## src/core/bus_cycle_defines.vh

```
// constants used by the bus cycle unit and for sizing its fifo
// assumes a single 100 mhz clock and a 20-bit physical address
`ifndef BUS_CYCLE_DEFINES_VH
`define BUS_CYCLE_DEFINES_VH

// ****************************************************************
// widths and depths
// ****************************************************************
`define ADDR_W 20
`define DATA_W 16
`define REQ_FIFO_DEPTH 32
`define REQ_FIFO_AW 5
// write, io, word, vector, address, data
`define REQ_W 40

// ****************************************************************
// prefetch queue sizes in bytes
// ****************************************************************
`define QUEUE_NARROW 3'h4
`define QUEUE_WIDE 3'h6

// ****************************************************************
// address space constants
// ****************************************************************
`define IO_ADDR_MASK 20'h0_ffff
`define ADDR_STEP 20'h0_0001

`endif

```

## src/core/req_fifo.v

```verilog
// request fifo between execution side and the bus sequencer
// assumes one clock, synchronous active-low reset
module req_fifo #(
  parameter WIDTH = 40,
  parameter DEPTH = 32,
  parameter AW = 5
) (
  input wire clock,
  input wire rstn,
  input wire in_valid,
  output wire in_ready,
  input wire [WIDTH-1:0] in_data,
  output wire out_valid,
  input wire out_ready,
  output wire [WIDTH-1:0] out_data
);

  reg [WIDTH-1:0] mem [0:DEPTH-1];
  reg [AW:0] wr_ptr_reg;
  reg [AW:0] rd_ptr_reg;
  wire full;
  wire empty;
  wire push;
  wire pop;

  // ****************************************************************
  // pointers carry one extra wrap bit so full and empty are exact
  // ****************************************************************
  assign empty = (wr_ptr_reg == rd_ptr_reg);
  assign full = (wr_ptr_reg[AW-1:0] == rd_ptr_reg[AW-1:0]) &&
    (wr_ptr_reg[AW] != rd_ptr_reg[AW]);
  assign in_ready = !full;
  assign out_valid = !empty;
  assign push = in_valid && !full;
  assign pop = out_ready && !empty;
  assign out_data = mem[rd_ptr_reg[AW-1:0]];

  always @(posedge clock) begin
    if (push) begin
      mem[wr_ptr_reg[AW-1:0]] <= in_data;
    end
  end

  always @(posedge clock) begin
    if (!rstn) begin
      wr_ptr_reg <= {(AW+1){1'b0}};
      rd_ptr_reg <= {(AW+1){1'b0}};
    end else begin
      if (push) begin
        wr_ptr_reg <= wr_ptr_reg + 1'b1;
      end
      if (pop) begin
        rd_ptr_reg <= rd_ptr_reg + 1'b1;
      end
    end
  end

endmodule // req_fifo

```

## src/core/lane_steer.v

```verilog
// byte lane steering for one bus cycle: lane selects and write lanes
// purely combinational; the sequencer registers its outputs at the first state
module lane_steer (
  input wire wide_bus,
  input wire cycle_a0,
  input wire word,
  input wire second,
  input wire [15:0] wdata,
  output reg upper_lane_select_n,
  output reg [15:0] lane_data,
  output reg split
);

  always @* begin
    upper_lane_select_n = 1'b1;
    lane_data = 16'h0000;
    split = 1'b0;
    if (!wide_bus) begin
      // narrow lanes: one byte per cycle, any word takes two
      split = word;
      lane_data = {8'h00, second ? wdata[15:8] : wdata[7:0]};
    end else if (word && !cycle_a0 && !second) begin
      upper_lane_select_n = 1'b0;
      lane_data = wdata;
    end else if (word && !second) begin
      // odd word, first half: low byte rides the high lane
      split = 1'b1;
      upper_lane_select_n = 1'b0;
      lane_data = {wdata[7:0], 8'h00};
    end else if (word) begin
      split = 1'b1;
      upper_lane_select_n = 1'b1;
      lane_data = {8'h00, wdata[15:8]};
    end else if (cycle_a0) begin
      upper_lane_select_n = 1'b0;
      lane_data = {wdata[7:0], 8'h00};
    end else begin
      upper_lane_select_n = 1'b1;
      lane_data = {8'h00, wdata[7:0]};
    end
  end

endmodule // lane_steer

```

## src/core/bus_unit.v

```verilog
// bus control unit: request fifo, prefetch queue and six-state sequencer
// assumes the external bus and the execution side share this clock
// Summary of operation
// - narrow bus: one byte per cycle, words two
// - low bank by bit zero, high by select
// - address bits 19..1 give location in bank
// - even word: both lanes, one cycle
// - odd word: high lane, then address+1 low
// - even byte: low lane, select high
// - odd byte: high lane, select low
// - word prefetch; odd branch fetches one byte
// - vector table reads even, one word each
// - each access is four bus states
// - io uses low 16 address lines
// - io has no segment; top lines zero
// - io even word one cycle, odd two
// - prefetch while queue has room
// - idle states while queue full and busy
// - ready low inserts wait before fourth state
// - outputs hold during wait states
// - memory-mapped io uses memory strobes
// - queue holds four or six bytes
// - prefetch needs free byte or free word
`include "bus_cycle_defines.vh"

module bus_unit (
  input wire clock,
  input wire rstn,
  input wire wide_bus,
  input wire req_valid,
  output wire req_ready,
  input wire req_write,
  input wire req_io,
  input wire req_word,
  input wire req_vector,
  input wire [19:0] req_addr,
  input wire [15:0] req_wdata,
  output reg rsp_valid,
  output reg [15:0] rsp_data,
  input wire branch_valid,
  input wire [19:0] branch_addr,
  output wire [7:0] q_byte,
  output wire q_valid,
  input wire q_take,
  output wire [19:1] bus_addr,
  output wire address_bit_zero,
  output reg upper_lane_select_n,
  output reg [15:0] data_out,
  output reg data_oe,
  input wire [15:0] data_in,
  output reg ale,
  output reg rd_n,
  output reg wr_n,
  output reg io_cycle,
  input wire ready,
  output wire first_bus_state,
  output wire fourth_bus_state,
  output wire bus_wait_state,
  output wire bus_idle_state
);

  // ****************************************************************
  // sequencer states
  // ****************************************************************
  localparam [5:0] ST_IDLE = 6'h01;
  localparam [5:0] ST_T1 = 6'h02;
  localparam [5:0] ST_T2 = 6'h04;
  localparam [5:0] ST_T3 = 6'h08;
  localparam [5:0] ST_TW = 6'h10;
  localparam [5:0] ST_T4 = 6'h20;

  reg [5:0] state_reg;
  reg [5:0] state_next;
  reg [19:0] addr_reg;
  reg [19:0] op_addr_reg;
  reg [15:0] op_wdata_reg;
  reg op_write_reg;
  reg op_io_reg;
  reg op_word_reg;
  reg op_fetch_reg;
  reg op_second_reg;
  reg op_split_reg;
  reg discard_reg;
  reg [7:0] low_byte_reg;
  reg [19:0] pf_ptr_reg;
  reg [2:0] qcnt_reg;
  reg [7:0] q_mem [0:5];

  wire [`REQ_W-1:0] fifo_in;
  wire [`REQ_W-1:0] fifo_out;
  wire fifo_valid;
  wire f_write, f_io, f_word, f_vector;
  wire [19:0] f_addr;
  wire [15:0] f_wdata;

  // ****************************************************************
  // request fifo: the sequencer pops only when it starts a cycle
  // ****************************************************************
  assign fifo_in = {req_write, req_io, req_word, req_vector, req_addr,
    req_wdata};
  assign f_write = fifo_out[39];
  assign f_io = fifo_out[38];
  assign f_word = fifo_out[37];
  assign f_vector = fifo_out[36];
  assign f_addr = fifo_out[35:16];
  assign f_wdata = fifo_out[15:0];

  wire at_end, cont, room, take_fifo, start_pf, launch;

  req_fifo #(
    .WIDTH(`REQ_W),
    .DEPTH(`REQ_FIFO_DEPTH),
    .AW(`REQ_FIFO_AW)
  ) u_req_fifo (
    .clock(clock),
    .rstn(rstn),
    .in_valid(req_valid),
    .in_ready(req_ready),
    .in_data(fifo_in),
    .out_valid(fifo_valid),
    .out_ready(take_fifo),
    .out_data(fifo_out)
  );

  // ****************************************************************
  // cycle arbitration: split halves, then requests, then prefetch
  // ****************************************************************
  assign at_end = state_reg[0] | state_reg[5];
  assign cont = state_reg[5] && op_split_reg && !op_second_reg;
  // wide bus refills only when a whole word is free
  assign room = wide_bus ? (qcnt_reg <= (`QUEUE_WIDE - 3'h2)) :
    (qcnt_reg < `QUEUE_NARROW);
  assign take_fifo = at_end && !cont && fifo_valid;
  assign start_pf = at_end && !cont && !fifo_valid && room &&
    !branch_valid;
  assign launch = cont || take_fifo || start_pf;

  reg [19:0] l_addr;
  reg [15:0] l_wdata;
  reg l_write;
  reg l_io;
  reg l_word;
  reg l_fetch;
  reg l_second;

  always @* begin
    l_addr = pf_ptr_reg;
    l_wdata = 16'h0000;
    l_write = 1'b0;
    l_io = 1'b0;
    // odd prefetch address fetches a lone byte, then words resume
    l_word = wide_bus && !pf_ptr_reg[0];
    l_fetch = 1'b1;
    l_second = 1'b0;
    if (cont) begin
      l_addr = op_addr_reg;
      l_wdata = op_wdata_reg;
      l_write = op_write_reg;
      l_io = op_io_reg;
      l_word = op_word_reg;
      l_fetch = op_fetch_reg;
      l_second = 1'b1;
    end else if (take_fifo) begin
      // vector table entries are words at even addresses
      l_addr = f_vector ? {f_addr[19:1], 1'b0} : f_addr;
      l_wdata = f_wdata;
      l_write = f_write && !f_vector;
      l_io = f_io && !f_vector;
      l_word = f_word || f_vector;
      l_fetch = 1'b0;
    end
  end

  wire [19:0] l_cyc_raw;
  wire [19:0] l_cyc;
  wire l_ube_n;
  wire [15:0] l_lane;
  wire l_split;

  assign l_cyc_raw = l_second ? (l_addr + `ADDR_STEP) : l_addr;
  // io addresses skip segment bases; upper four lines forced low
  assign l_cyc = l_io ? (l_cyc_raw & `IO_ADDR_MASK) : l_cyc_raw;

  // io word split follows the same lane rules as memory
  lane_steer u_lane_steer (
    .wide_bus(wide_bus),
    .cycle_a0(l_cyc[0]),
    .word(l_word),
    .second(l_second),
    .wdata(l_wdata),
    .upper_lane_select_n(l_ube_n),
    .lane_data(l_lane),
    .split(l_split)
  );

  // ****************************************************************
  // state sequencing
  // ****************************************************************
  always @* begin
    state_next = state_reg;
    case (state_reg)
      ST_IDLE: state_next = launch ? ST_T1 : ST_IDLE;
      ST_T1: state_next = ST_T2;
      ST_T2: state_next = ST_T3;
      ST_T3: state_next = ready ? ST_T4 : ST_TW;
      ST_TW: state_next = ready ? ST_T4 : ST_TW;
      ST_T4: state_next = launch ? ST_T1 : ST_IDLE;
      default: state_next = ST_IDLE;
    endcase
  end

  wire sample;
  wire [7:0] rbyte;
  wire word_beat;
  wire flush;
  wire take;
  wire push;
  wire push2;
  wire [2:0] base;

  // ready is looked at once per third or wait state edge
  assign sample = (state_reg[3] | state_reg[4]) && ready;
  assign rbyte = (wide_bus && addr_reg[0]) ? data_in[15:8] : data_in[7:0];
  assign word_beat = wide_bus && op_word_reg && !op_split_reg;
  assign flush = branch_valid;
  assign take = q_take && q_valid && !flush;
  assign push = sample && op_fetch_reg && !discard_reg && !flush;
  assign push2 = push && word_beat;
  assign base = qcnt_reg - {2'b00, take};

  // ****************************************************************
  // bus pins: loaded entering the first state, held through waits
  // ****************************************************************
  assign bus_addr = addr_reg[19:1];
  assign address_bit_zero = addr_reg[0];
  assign first_bus_state = state_reg[1];
  assign fourth_bus_state = state_reg[5];
  assign bus_wait_state = state_reg[4];
  assign bus_idle_state = state_reg[0];

  always @(posedge clock) begin
    if (!rstn) begin
      state_reg <= ST_IDLE;
      addr_reg <= 20'h0_0000;
      upper_lane_select_n <= 1'b1;
      data_out <= 16'h0000;
      data_oe <= 1'b0;
      ale <= 1'b0;
      rd_n <= 1'b1;
      wr_n <= 1'b1;
      io_cycle <= 1'b0;
    end else begin
      state_reg <= state_next;
      // in the wait state only the ready-high release of rd_n and wr_n is assigned; every other pin holds
      if (launch) begin
        addr_reg <= l_cyc;
        upper_lane_select_n <= l_ube_n;
        data_out <= l_lane;
        // back-to-back cycles still get the fourth-state release of the data lanes
        data_oe <= 1'b0;
        ale <= 1'b1;
        // memory-mapped io sees plain memory strobes
        io_cycle <= l_io;
      end else if (state_reg[1]) begin
        ale <= 1'b0;
        rd_n <= op_write_reg;
        wr_n <= !op_write_reg;
        data_oe <= op_write_reg;
      end else if (sample) begin
        rd_n <= 1'b1;
        wr_n <= 1'b1;
      end else if (state_reg[5]) begin
        upper_lane_select_n <= 1'b1;
        data_oe <= 1'b0;
      end
    end
  end

  // ****************************************************************
  // operation tracking and read assembly
  // ****************************************************************
  always @(posedge clock) begin
    if (!rstn) begin
      op_addr_reg <= 20'h0_0000;
      op_wdata_reg <= 16'h0000;
      op_write_reg <= 1'b0;
      op_io_reg <= 1'b0;
      op_word_reg <= 1'b0;
      op_fetch_reg <= 1'b0;
      op_second_reg <= 1'b0;
      op_split_reg <= 1'b0;
      discard_reg <= 1'b0;
      low_byte_reg <= 8'h00;
      rsp_valid <= 1'b0;
      rsp_data <= 16'h0000;
    end else begin
      rsp_valid <= 1'b0;
      if (launch) begin
        op_addr_reg <= l_addr;
        op_wdata_reg <= l_wdata;
        op_write_reg <= l_write;
        op_io_reg <= l_io;
        op_word_reg <= l_word;
        op_fetch_reg <= l_fetch;
        op_second_reg <= l_second;
        op_split_reg <= l_split;
        discard_reg <= l_second && discard_reg;
      end else if (flush) begin
        // a fetch already on the bus belongs to the old stream
        discard_reg <= 1'b1;
      end
      if (sample && !op_fetch_reg) begin
        if (op_split_reg && !op_second_reg) begin
          low_byte_reg <= rbyte;
        end else begin
          rsp_valid <= 1'b1;
          if (op_split_reg) begin
            rsp_data <= {rbyte, low_byte_reg};
          end else if (word_beat) begin
            rsp_data <= data_in;
          end else begin
            rsp_data <= {8'h00, rbyte};
          end
        end
      end
    end
  end

  // ****************************************************************
  // prefetch pointer and queue; branch clears queue and reloads
  // ****************************************************************
  assign q_valid = (qcnt_reg != 3'h0) && !flush;
  assign q_byte = q_mem[0];

  always @(posedge clock) begin
    if (!rstn) begin
      pf_ptr_reg <= 20'h0_0000;
      qcnt_reg <= 3'h0;
    end else if (flush) begin
      pf_ptr_reg <= branch_addr;
      qcnt_reg <= 3'h0;
    end else begin
      if (push) begin
        pf_ptr_reg <= pf_ptr_reg + {18'h0_0000, push2, !push2};
      end
      qcnt_reg <= base + {1'b0, push2, push && !push2};
    end
  end

  genvar i;
  generate
    for (i = 0; i < 6; i = i + 1) begin : g_queue
      localparam [2:0] IDX = i;
      always @(posedge clock) begin
        if (push && base == IDX) begin
          q_mem[i] <= push2 ? data_in[7:0] : rbyte;
        end else if (push2 && base + 3'h1 == IDX) begin
          q_mem[i] <= data_in[15:8];
        end else if (take) begin
          if (i < 5) begin
            q_mem[i] <= q_mem[(i < 5) ? i + 1 : i];
          end else begin
            q_mem[i] <= 8'h00;
          end
        end
      end
    end
  endgenerate

endmodule // bus_unit

```

## config.mk

```make
export PLATFORM = sky130hd
export DESIGN_NAME = bus_unit
export DESIGN_NICKNAME = d
export VERILOG_FILES = /design/src/core/req_fifo.v /design/src/core/lane_steer.v /design/src/core/bus_unit.v
export VERILOG_INCLUDE_DIRS = /design/src /design/src/core
export SDC_FILE = /design/constraint.sdc
export NUM_CORES = 2
export LEC_CHECK = 0
export BUFFER_PORTS_ARGS = -buffer_cell sky130_fd_sc_hd__buf_2
export CELL_PAD_IN_SITES_DETAIL_PLACEMENT = 1
export CELL_PAD_IN_SITES_GLOBAL_PLACEMENT = 1
export CORE_MARGIN = 5
export CORE_UTILIZATION = 25
export DETAILED_ROUTE_END_ITERATION = 12
export MAX_ROUTING_LAYER = met4
export PLACE_DENSITY = 0.42
export SETUP_SLACK_MARGIN = 0.15
export SLEW_MARGIN = 20
export SYNTH_ARGS = -nofsm -noshare
export SYNTH_HDL_FRONTEND = slang
export SYNTH_HIERARCHICAL = 1
export SYNTH_SLANG_ARGS = --single-unit
```

## constraint.sdc

```tcl
create_clock -name clock -period 5 [get_ports clock]
set_clock_uncertainty 0.2 [all_clocks]
set_input_delay 0 -clock clock [delete_from_list [all_inputs] [get_ports clock]]
set_output_delay 0 -clock clock [all_outputs]
set_load 0.005 [all_outputs]
```

==> out/metrics.yaml <==
sta:
  maxSlewHeadroom_pct: 27.6
  slew_violations: 0
  setup_tns_ns: 0
  worst_pin_slew_ns: 1.08
  grt_setup_unrepaired: "no"
  period_needed_ns: 4.42
  setup_viol: 0
  finalCritPeriodShare_pct: 88.3
  finalHoldViolCount: 0
  fmax_mhz: 226
power:
  switching_power_mw: 9.18
  ir_drop_mv: 0.287
  power.density_nw_per_um2: 435
  switching_share_pct: 28.9
  leakage_nw: 22.7
  internal-power_mw: 22.5
  power_frac_clock_pct: 37.8
  seq_power_share_pct: 44.5
  comb_power_share_pct: 17.7
place:
  dp_hpwl_mm: 119
  place_congestion: 0.724
  io_buffers: 155
  place_area_um2: 65900
logic_synthesis:
  synth_edf_count: 1328
  ys.flop_type: "edfxtp_1"
  synth_top_area_share_pct: 65.9
  muxShareOfSynthArea_pct: 12.2
  synth_common_cells: "1328 x edfxtp_1, 720 x mux2i_1, 327 x nand2_1"
  netlist-cell-type-count: 80
  yosys-top-cells-area: "edfxtp_1 66%, mux2i_1 12%, dfxtp_1 5.1%"
  synth_compound_area_share_pct: 7.49
  syn_area_per_cell_um2: 15.1
  ys_async_sr_fraction_pct: 0
  synth-xor-area-share_pct: 0.688
  synth_fa_ha_area_share_pct: 0.260
  synth_area_um2: 60500
  synth.ff_latch_count: 1483
  synth_cells: 4021
  synth_sequential_area_ratio_pct: 71.0
  synth.largest_area_cell: "edfxtp_1"
  synthesis.nets: 4116
  synthSimpleGateAreaFrac_pct: 6.33
  synth.most_common_cell: "edfxtp_1"
  yosys_warnings: 6
  synth_top_family_by_area: "multiplexers"
drt:
  viasPerCell: 4.66
  drc: 0
  routedWlPerCell_um: 27.0
  antenna_left: 0
  via_count: 36000
  firstDrtPassIters: 5
  drt-initial-drc-count: 2029
  wl_mm: 209
layout:
  multiInputGateArea_um2: 16700
  finalInstanceArea_um2: 72800
  seq_area_um2: 43000
  num-nets-final: 4490
  fillCellCount: 25200
  largest_reg_flops: 1280
  syn2layout_area_growth_pct: 20.3
  drive_gt1_share_pct: 13.4
global_route:
  grt_antenna_before_repair: 10
  grt_pass1_vias: 37500
  grt_pass1_wl_mm: 292
  grt_util_all_layers_pct: 16.7
  grt_max_degree: 95
  grt_overflow: 0
critical_path:
  required_ns: 5.54
  path_max_fanout: 31
  endpoint_kind: "register"
  start_kind: "register"
  crit_arrival_ns: 4.96
  r2r_cells: 15
  critPathKind: "register to register"
die:
  dieWidth_um: 502
  ios: 156
  die_h_um: 502
  fp-row-count: 180
  start_util_pct: 25.1
  die_area_um2: 252000
  core_um2: 241000
clock_network:
  cts.clk_slew.worst_paths_ns: 0.06
  clk_latency_ns: 0.82
  clkSinkCount: 1483
  cts_setup_buffers: 0
  cts.path.max_buffers: 3
  cts_tree: "yes"
  cts_made_buffers: 174
  ctsHtreeMaxLevel: 4
  cts_root_buf: "clkbuf_16"
run:
  drv_cap: 0
hold_path:
  hold_class: "input port to register"
  hold_depth: 6
outcome:
  status: "finished clean"
[cells by family after synthesis]
kind of cell | after synthesis
fa+ha+maj | 12
simple gates | 816
flops | 1483
mux | 737
xor+xnor | 45
buf+inv | 265
compound gates | 663
[layer usage]
metal  GRT usage (%)  routed length (µm)  vias to the layer above
met4            3.50                3470                        0
met1            21.9               97200                    19000
met5               -                   0                        -
met3            2.02                5930                      230
met2            27.8              102000                      541
li1                -                   -                    16200
[worst max-delay path: stages, from the launching register on]
cell	delay, ns
dfxtp_4	0.52
buf_12	0.21
buf_12	0.22
buf_4	0.51
mux2i_1	0.15
a22oi_1	0.24
nand3_1	0.11
nand3_1	0.16
nor3_1	0.08
o31ai_2	0.45
and2_1	0.43
nor2_1	0.10
nand2_1	0.09
nor2_1	0.08
o21ai_0	0.19
dlygate4sd3_1	0.56
[layout make-up]
type                    count  share of cell area (%)
diodes                      3                  0.0103
clock buffers             235                    6.49
clock inverters            75                   0.771
inverters                  17                  0.0876
multi-input cells        2273                    22.9
flip-flops and latches   1483                    59.0
well taps                3185                    5.47
repair buffers            446                    5.27
[cell usage in the layout (no fill, tap or decap), types with 100 or more instances in the layout]
cell type / Yosys / routed
buf_2: 76 / 156
nand3_1: 147 / 147
a21oi_1: 196 / 196
clkbuf_16: 0 / 177
nor2_1: 134 / 100
dlygate4sd3_1: 0 / 163
a22oi_1: 132 / 132
nand2_1: 327 / 326
dfxtp_1: 155 / 154
edfxtp_1: 1328 / 1328
mux2i_1: 720 / 720
[worst paths after layout]
kind | start | endpoint | slack [ns]
hold reg to reg | rsp_data[4] | rsp_data[4] | 0.26
setup / recovery | register | upper_lane_select_n | 0.58
setup reg to reg | register | upper_lane_select_n | 0.58
hold / removal | data_in[3] | rsp_data[3] | 0.07
[stage by stage]
step	setup WS, ns	hold WS [ns]	total power, mW	util, %	cells
after global routing	0.204	0.0753	33.2	30.3	7715
after global placement	0.722	0.0250	20.0	27.4	7238
after floorplan	1.48	-0.128	17.5	-	4021
after detailed placement	0.644	0.0355	20.0	27.4	7238
after CTS	0.355	0.000918	32.3	30.3	7714
final	0.583	0.0694	31.7	30.3	7717
[power by group through the flow]
stage / Sequential (mW) / Clock (mW) / Combinational [mW]
2_1_floorplan: 14.2 / 0 / 3.30
3_3_place_gp: 14.4 / 0 / 5.57
3_5_place_dp: 14.4 / 0 / 5.59
4_1_cts: 14.1 / 12.4 / 5.74
5_1_grt: 14.2 / 12.9 / 6.11
6_report: 14.1 / 12.0 / 5.62
[what timing repair did]
item,4_1_cts,5_1_grt
hold buffers,166,0
hold endpoints to repair,1622,0
resized for setup,0,1
endpoints found under the setup margin,0,1
Note: power is estimated with default switching activity, not from simulation.
